## src/rtl/mfsl_map.svh

```systemverilog
// Purpose: Bit positions and reset values of the low fault status flags
// Assumes: Included by the flag block; the package does not include it
// Notes: Bits 6:4 and 2 read zero
`ifndef MFSL_MAP_SVH
`define MFSL_MAP_SVH
`define MFSL_BIT_IACC 0
`define MFSL_BIT_DACC 1
`define MFSL_BIT_RSVD 2
`define MFSL_BIT_UNSTK 3
`define MFSL_BIT_VALID 7
`define MFSL_FLAGS_RST 8'h00
`define MFSL_ADDR_RST 32'h0000_0000
`endif

```

## src/rtl/mfsl_pkg.sv

```systemverilog
// Purpose: Types of the low fault status flag block
// Assumes: Map header holds the numbers
// Notes: None
package mfsl_pkg;
  // Fault events from the core
  typedef struct packed {
    logic unstack_viol;
    logic data_viol;
    logic fetch_viol;
    logic fetch_xn;
    logic [31:0] data_addr;
  } mfsl_event_t;
  // Exception logic directives
  typedef struct packed {
    logic chain_to_handler;
    logic keep_return_stack;
    logic hold_stack_pointer;
    logic skip_context_save;
    logic stack_faulting_pc;
    logic load_fault_addr;
  } mfsl_action_t;
  typedef enum logic [1:0] {
    MFSL_NONE,
    MFSL_UNSTK,
    MFSL_DACC,
    MFSL_IACC
  } mfsl_kind_t;
endpackage

```

## src/rtl/mfsl_flags.sv

```systemverilog
// Purpose: Sticky low memory fault flags with write-one-to-clear
// Assumes: Events and clears are one-cycle pulses synchronous to sys_clk
// Notes: Set wins over clear in the same cycle
`timescale 1ns/100ps
`include "mfsl_map.svh"
// What this block does
// RULE1: Unstacking access violation on exception return sets bit 3 flag.
// RULE2: Unstack fault chains to handler, keeps return stack and stack pointer.
// RULE3: Unstack fault does no new context save and no address capture.
// RULE4: Violation flags are sticky; writing one clears, zero leaves them.
// RULE5: Bit 2 reads zero always and ignores writes.
// RULE6: Forbidden load or store sets data access violation flag, bit 1.
// RULE7: Data fault stacks faulting program counter and captures access address.
// RULE8: Fetch from non-executable location sets instruction violation flag, bit 0.
// RULE9: Execute-never fetch faults even with protection unit off or absent.
// RULE10: Instruction fault stacks faulting program counter, captures no address.
// RULE11: Bit 7 marks captured address valid; cleared by writing one.
// RULE12: Hardware set beats a simultaneous software clear.
module mfsl_flags import mfsl_pkg::*; (
  // Clock and reset
  input wire logic sys_clk,
  input wire logic rstn,
  // Core fault events
  input wire mfsl_event_t fault_in,
  input wire logic mpu_enable,
  // Software write port
  input wire logic status_wr,
  input wire logic [7:0] status_wdata,
  // Status and address outputs
  output logic [7:0] status_rdata,
  output logic [31:0] mem_fault_address_reg,
  // Exception logic directives
  output mfsl_action_t action,
  output mfsl_kind_t fault_kind
);

  logic unstack_violation_flag;
  logic data_access_violation_flag;
  logic instruction_access_violation_flag;
  logic fault_address_valid_flag;
  logic fetch_hit;
  logic [7:0] clr;

  function automatic logic next_sticky(input logic cur, input logic set, input logic c);
    next_sticky = set | (cur & ~c);
  endfunction

  // Execute-never applies regardless of protection unit state
  assign fetch_hit = fault_in.fetch_xn | (fault_in.fetch_viol & mpu_enable); // RULE9
  assign clr = status_wr ? status_wdata : 8'h00;

  always_ff @(posedge sys_clk) begin
    if (!rstn) begin
      unstack_violation_flag <= 1'b0;
    end else begin
      unstack_violation_flag <= next_sticky(unstack_violation_flag, fault_in.unstack_viol,
        clr[`MFSL_BIT_UNSTK]); // RULE1 RULE4 RULE12
    end
  end

  always_ff @(posedge sys_clk) begin
    if (!rstn) begin
      data_access_violation_flag <= 1'b0;
    end else begin
      data_access_violation_flag <= next_sticky(data_access_violation_flag,
        fault_in.data_viol, clr[`MFSL_BIT_DACC]); // RULE6 RULE4 RULE12
    end
  end

  always_ff @(posedge sys_clk) begin
    if (!rstn) begin
      instruction_access_violation_flag <= 1'b0;
    end else begin
      instruction_access_violation_flag <= next_sticky(instruction_access_violation_flag,
        fetch_hit, clr[`MFSL_BIT_IACC]); // RULE8 RULE4 RULE12
    end
  end

  // Address capture only for data faults
  always_ff @(posedge sys_clk) begin
    if (!rstn) begin
      fault_address_valid_flag <= 1'b0;
      mem_fault_address_reg <= `MFSL_ADDR_RST;
    end else begin
      fault_address_valid_flag <= next_sticky(fault_address_valid_flag, fault_in.data_viol,
        clr[`MFSL_BIT_VALID]); // RULE11 RULE12
      if (fault_in.data_viol) begin
        mem_fault_address_reg <= fault_in.data_addr; // RULE7
      end
    end
  end

  // Status byte, reserved bits zero
  always_ff @(posedge sys_clk) begin
    if (!rstn) begin
      status_rdata <= `MFSL_FLAGS_RST;
    end else begin
      status_rdata <= 8'h00;
      status_rdata[`MFSL_BIT_VALID] <= next_sticky(fault_address_valid_flag,
        fault_in.data_viol, clr[`MFSL_BIT_VALID]);
      status_rdata[`MFSL_BIT_UNSTK] <= next_sticky(unstack_violation_flag,
        fault_in.unstack_viol, clr[`MFSL_BIT_UNSTK]);
      status_rdata[`MFSL_BIT_RSVD] <= 1'b0; // RULE5
      status_rdata[`MFSL_BIT_DACC] <= next_sticky(data_access_violation_flag,
        fault_in.data_viol, clr[`MFSL_BIT_DACC]);
      status_rdata[`MFSL_BIT_IACC] <= next_sticky(instruction_access_violation_flag,
        fetch_hit, clr[`MFSL_BIT_IACC]);
    end
  end

  // Directives to exception logic, registered one cycle after the event
  always_ff @(posedge sys_clk) begin
    if (!rstn) begin
      action <= '0;
      fault_kind <= MFSL_NONE;
    end else begin
      action <= '0;
      fault_kind <= MFSL_NONE;
      if (fault_in.unstack_viol) begin
        action.chain_to_handler <= 1'b1; // RULE2
        action.keep_return_stack <= 1'b1; // RULE2
        action.hold_stack_pointer <= 1'b1; // RULE2
        action.skip_context_save <= 1'b1; // RULE3
        fault_kind <= MFSL_UNSTK;
      end else if (fault_in.data_viol) begin
        action.stack_faulting_pc <= 1'b1; // RULE7
        action.load_fault_addr <= 1'b1; // RULE7
        fault_kind <= MFSL_DACC;
      end else if (fetch_hit) begin
        action.stack_faulting_pc <= 1'b1; // RULE10
        fault_kind <= MFSL_IACC;
      end
    end
  end
endmodule // mfsl_flags

```

## config.mk

```make
export PLATFORM = sky130hd
export DESIGN_NAME = mfsl_flags
export DESIGN_NICKNAME = d
export VERILOG_FILES = /design/src/rtl/mfsl_pkg.sv /design/src/rtl/mfsl_flags.sv
export VERILOG_INCLUDE_DIRS = /design/src /design/src/rtl
export SDC_FILE = /design/constraint.sdc
export NUM_CORES = 1
export LEC_CHECK = 0
export ABC_AREA = 1
export BUFFER_PORTS_ARGS = -buffer_cell sky130_fd_sc_hd__buf_2
export CAP_MARGIN = 20
export CORE_UTILIZATION = 44
export DETAILED_ROUTE_END_ITERATION = 8
export HOLD_SLACK_MARGIN = 0.06
export PLACE_DENSITY_LB_ADDON = 0.3
export REMOVE_ABC_BUFFERS = 1
export SYNTH_ARGS = -nofsm -noshare
export SYNTH_HDL_FRONTEND = slang
export SYNTH_SLANG_ARGS = --single-unit
```

## constraint.sdc

```tcl
create_clock -name sys_clk -period 1.65 [get_ports sys_clk]
set_clock_uncertainty 0.15 [all_clocks]
set_input_delay 0.165 -clock sys_clk [delete_from_list [all_inputs] [get_ports sys_clk]]
set_output_delay 0.165 -clock sys_clk [all_outputs]
set_load 0.01 [all_outputs]
```

Word level (Yosys, flattened, before mapping)
Cells that the tools add are included.
{"block": "word_totals", "register_bits": 52, "inputBits": 48, "word_cells": 39}
{"block": "op_classes", "muxes": 8, "bitwise": 15, "n_reduce_logical": 1}
{"cell": "8-bit two-way mux", "count": 1}
{"cell": "1-bit AND", "count": 5}
{"cell": "1-bit inverter", "count": 5}
{"cell": "1-bit OR", "count": 5}
{"cell": "1-bit two-way mux", "count": 4}
{"cell": "2-bit two-way mux", "count": 2}
{"cell": "4-bit two-way mux", "count": 1}
{"cell": "2-bit OR reduction", "count": 1}

Longest topological paths before layout
{"block": "logic_depth", "depth_word": 5, "mapped_depth": 4, "depth_no_buf": 3}

Least setup slack after synthesis
OpenSTA, ideal clock, no wires.
{"block": "synth_timing", "path_type": "reg-to-output", "startpoint": "register action[5] (netlist name)", "endpoint": "output port action[3] in the netlist's numbering", "arrival_ps": 530, "required_time_ps": 1335, "slack_ps": 805, "path_stages_with_launch": 2, "n_path_buf": 1, "cell_sequence": "dfxtp_1 > buf_4"}
{"item": "end: declaration", "line": "mfsl_flags.sv:33", "rtl": "output mfsl_action_t action,"}

Worst setup path after layout
{"block": "layout_timing", "startpoint": "input port fault_in[33] in the netlist's numbering", "endpoint": "register fault_kind[0]"}
{"block": "layout_via", "elab_chain_cells": 5}
{"item": "start: declaration", "line": "mfsl_flags.sv:24", "rtl": "input wire mfsl_event_t fault_in,"}
{"item": "1-bit AND", "line": "mfsl_flags.sv:49", "rtl": "assign fetch_hit = fault_in.fetch_xn | (fault_in.fetch_viol & mpu_enable);"}
{"item": "1-bit OR", "line": "mfsl_flags.sv:49"}
{"item": "2-bit two-way mux", "line": "mfsl_flags.sv:129", "rtl": "end else if (fetch_hit) begin"}
{"item": "2-bit two-way mux", "line": "mfsl_flags.sv:125", "rtl": "end else if (fault_in.data_viol) begin"}
{"item": "1-bit two-way mux", "line": "mfsl_flags.sv:119", "rtl": "if (fault_in.unstack_viol) begin"}
{"item": "end signal: assignment", "line": "mfsl_flags.sv:118", "rtl": "fault_kind <= MFSL_NONE;"}
{"item": "end signal: assignment", "line": "mfsl_flags.sv:124", "rtl": "fault_kind <= MFSL_UNSTK;"}
{"item": "end signal: assignment", "line": "mfsl_flags.sv:131", "rtl": "fault_kind <= MFSL_IACC;"}
{"item": "end: declaration", "line": "mfsl_flags.sv:34", "rtl": "output mfsl_kind_t fault_kind"}
Every way passes these cells.
A chain may end at the register's enable or synchronous reset.

==> results.txt <==
Critical path capture point type = flip-flop
Length of the first detailed-routing pass in iterations = 4
Worst path required time = 1.74 ns
Warnings, synthesis = 0
Number of fillers in the final layout = 203
Critical Path AT = 1.72 ns
Count of distinct cell types in the synthesized netlist = 15
Die Height = 59.2 um
Crit path max fanout = 3
Cells traversed along the worst timing path = dlygate4sd3_1 > buf_2 > a21oi_2 > o21ai_0 > dlygate4sd3_1
Pin count of the biggest net entering global routing = 33
Fraction of power consumed by sequential logic = 0.511
Max FFs per register = 32
Number of DRC markers in iteration 0 = 109
Dominant cells by area after synthesis = sky130_fd_sc_hd__dfxtp_1, sky130_fd_sc_hd__nor2_1, sky130_fd_sc_hd__o21ai_0
Count of cell instances traversed by the critical path = 5
Leakage power = 1.24 nW
Internal power = 1.56 mW
Total Nets Final = 358
Final design instance area without fill = 2430 um2
Share of synthesized area occupied by flip-flops and latches = 0.557
Placeable core region = 3080 um2
Max Clock Freq = 613 MHz
Total CTS buffers = 5
Critical path buffers and inverters = 3
CTS sink cnt = 40
Total number of H-tree levels = 2
I/O pin total = 96
Hold path depth = 3
Status = completed
Num rows = 20
Most frequent cell after synthesis = sky130_fd_sc_hd__nor2_1
EDFF count, synth = 0
Instance area after placement = 1840 um2
Delay of the slowest cell on the worst path = 0.56 ns
# diodes = 0
Post-synth ARST share = 0
Port Buf Inserts = 87
Worst-case vdd ir drop = 0.533 mV
Overflow after GRT = 0
Clk Tree Root Cell = sky130_fd_sc_hd__clkbuf_4
Setup violators final = 0
Average instance area after synthesis = 7.99 um2
Clock-pin slew on the worst setup and hold paths = 0.12 ns
Most frequent cells after synthesis = sky130_fd_sc_hd__nor2_1, sky130_fd_sc_hd__dfxtp_1, sky130_fd_sc_hd__o21ai_0
Average wire per standard cell = 13.0 um
Clock tree from TritonCTS = yes
Drt via density = 4.69
Net Switching = 529 uW
Total DRC errors in the routed layout = 0
Most common cell type on the critical path = sky130_fd_sc_hd__dlygate4sd3_1
X dimension of the die = 59.2 um
Total power per unit cell area = 859 nW/um2
Number of setup buffers added after CTS = 0
Cell Area, Synth = 1440 um2
Post-detail-place hpwl = 2160 um
Final Routed Wirelength = 4620 um
Clock Path Buffers = 2
Antenna violation net count after detailed routing = 0
Share of power burned in the clock network = 0.299
Share of cells above drive strength 1 = 0.325
Routed via count = 1666
Share of Yosys cell area claimed by the top area cell type = 0.557
Kind of start point of the critical path = primary input
Fin. max-slew vios = 0
Kind of cell adding the most delay to the critical path = buffers and inverters
Gpl congestion = 0.724
Max Cap Viol = 0
Final core utilization = 0.789
Overall fraction of global-route tracks in use = 0.267
Register bit count reported by yosys = 40
First-pass GRT wire length = 6860 um
Part of the cycle the worst path needs = 0.988
Initial antenna violation count = 0
Initial cell density of the core = 0.467
Synthesized instance count = 180
Clock network latency to the later pin of the worst-skew pair = 0.34 ns
Combinational power share = 0.190
Worst hold-check path type = primary input to flip-flop
Post-route minimum period = 1.63 ns
Post-synth top area cell = sky130_fd_sc_hd__dfxtp_1
Post-synthesis to final-layout area growth = 69.0%
CP max-delay cell = sky130_fd_sc_hd__dlygate4sd3_1
DIE AREA = 3500 um2
Prevailing post-synth register cell = sky130_fd_sc_hd__dfxtp_1
Cell depth of the worst flop-to-flop path = 2
Switching power share of the total = 0.254
Class of the most critical setup path = primary input to flip-flop
Number of hold-slack violations in the final timing report = 0
Number of global-route vias before repair = 1513
[cell type report]
| type | instances | area [um2] | area share |
|---|---|---|---|
| Tap cell | 44 | 55.1 | 0.0227 |
| Inverter | 3 | 11.3 | 0.00463 |
| Multi-Input combinational cell | 119 | 505 | 0.208 |
| Timing Repair Buffer | 141 | 981 | 0.404 |
| Sequential cell | 40 | 801 | 0.330 |
| Clock inverter | 2 | 35.0 | 0.0144 |
| Clock buffer | 6 | 41.3 | 0.0170 |
[through the flow]
step / total power, mW / instances / worst slack [ns] / hold WS, ns / setup TNS, ns
2_1_floorplan: 1.20 / 162 / 0.736 / 0.140 / 0
3_3_place_gp: 1.36 / 296 / 0.511 / 0.234 / 0
3_5_place_dp: 1.37 / 296 / 0.493 / 0.243 / 0
4_1_cts: 2.08 / 354 / 0.0139 / 0.0283 / 0
6_report: 2.09 / 355 / 0.0195 / 0.0626 / 0
5_1_grt: 2.20 / 355 / -0.00776 / 0.0611 / -0.00776
[repair_timing]
action                                 CTS  global route
setup endpoints to repair                0             2
resized for setup                        0             1
endpoints found under the hold margin   40             1
hold buffers                            50             1
[placed cells by master (no fill, tap or decap)]
| cell type | netlist | final |
|---|---|---|
| sky130_fd_sc_hd__buf_2 | 7 | 87 |
| sky130_fd_sc_hd__nor2_1 | 63 | 63 |
| sky130_fd_sc_hd__dlygate4sd3_1 | 0 | 51 |
| sky130_fd_sc_hd__dfxtp_1 | 40 | 40 |
| sky130_fd_sc_hd__o21ai_0 | 28 | 28 |
| sky130_fd_sc_hd__nand2_1 | 12 | 12 |
| sky130_fd_sc_hd__clkbuf_4 | 0 | 5 |
| sky130_fd_sc_hd__a21oi_1 | 5 | 4 |
| sky130_fd_sc_hd__o21ai_1 | 4 | 4 |
| sky130_fd_sc_hd__conb_1 | 1 | 4 |
| sky130_fd_sc_hd__inv_2 | 2 | 2 |
| sky130_fd_sc_hd__a21oi_2 | 1 | 2 |
| sky130_fd_sc_hd__buf_4 | 12 | 2 |
| sky130_fd_sc_hd__nand3_1 | 1 | 1 |
| sky130_fd_sc_hd__or2_1 | 1 | 1 |
| sky130_fd_sc_hd__inv_1 | 1 | 1 |
| sky130_fd_sc_hd__clkbuf_1 | 0 | 1 |
| sky130_fd_sc_hd__clkinv_2 | 0 | 1 |
| sky130_fd_sc_hd__bufinv_16 | 0 | 1 |
| sky130_fd_sc_hd__buf_12 | 0 | 1 |
[logic make-up after synthesis]
group | after synthesis | share of synthesized area
AO/OA/AOI/OAI | 38 | 0.135
buffers and inverters | 24 | 0.102
flip-flops | 40 | 0.557
other | 1 | 0.00261
AND/OR/NAND/NOR | 77 | 0.204
[tightest hold or removal path, cell delays in order]
cell and delay (ns):
sky130_fd_sc_hd__buf_2 0.20, sky130_fd_sc_hd__o21ai_0 0.11, sky130_fd_sc_hd__nor2_1 0.04
[per-layer routing]
metal / global-route usage / vias up / part of all wire
met5: 0 / - / 0
met4: 0.0748 / 0 / 0.010
met3: 0.0786 / 5 / 0.076
met2: 0.503 / 77 / 0.52
met1: 0.286 / 770 / 0.39
li1: - / 814 / -
[power groups by stage]
stage	Clock, mW	Combinational [mW]	Sequential, mW
after global routing	0.693	0.432	1.07
after detailed placement	0	0.286	1.08
final	0.625	0.397	1.07
after global placement	0	0.281	1.08
after CTS	0.637	0.377	1.06
after floorplan	0	0.0849	1.12
[final timing paths]
path	slack [ns]	endpoint	startpoint
setup / recovery	0.02	fault_kind[0]$_SDFF_PN0_	fault_in[33]
hold / removal	0.06	mem_fault_address_reg[10]$_SDFFE_PN0P_	rstn
setup reg to reg	0.73	mem_fault_address_reg[16]$_SDFFE_PN0P_	mem_fault_address_reg[16]$_SDFFE_PN0P_
hold reg to reg	0.32	status_rdata[1]$_SDFF_PN0_	status_rdata[1]$_SDFF_PN0_
No activity file was read; power rests on OpenSTA's default activity.
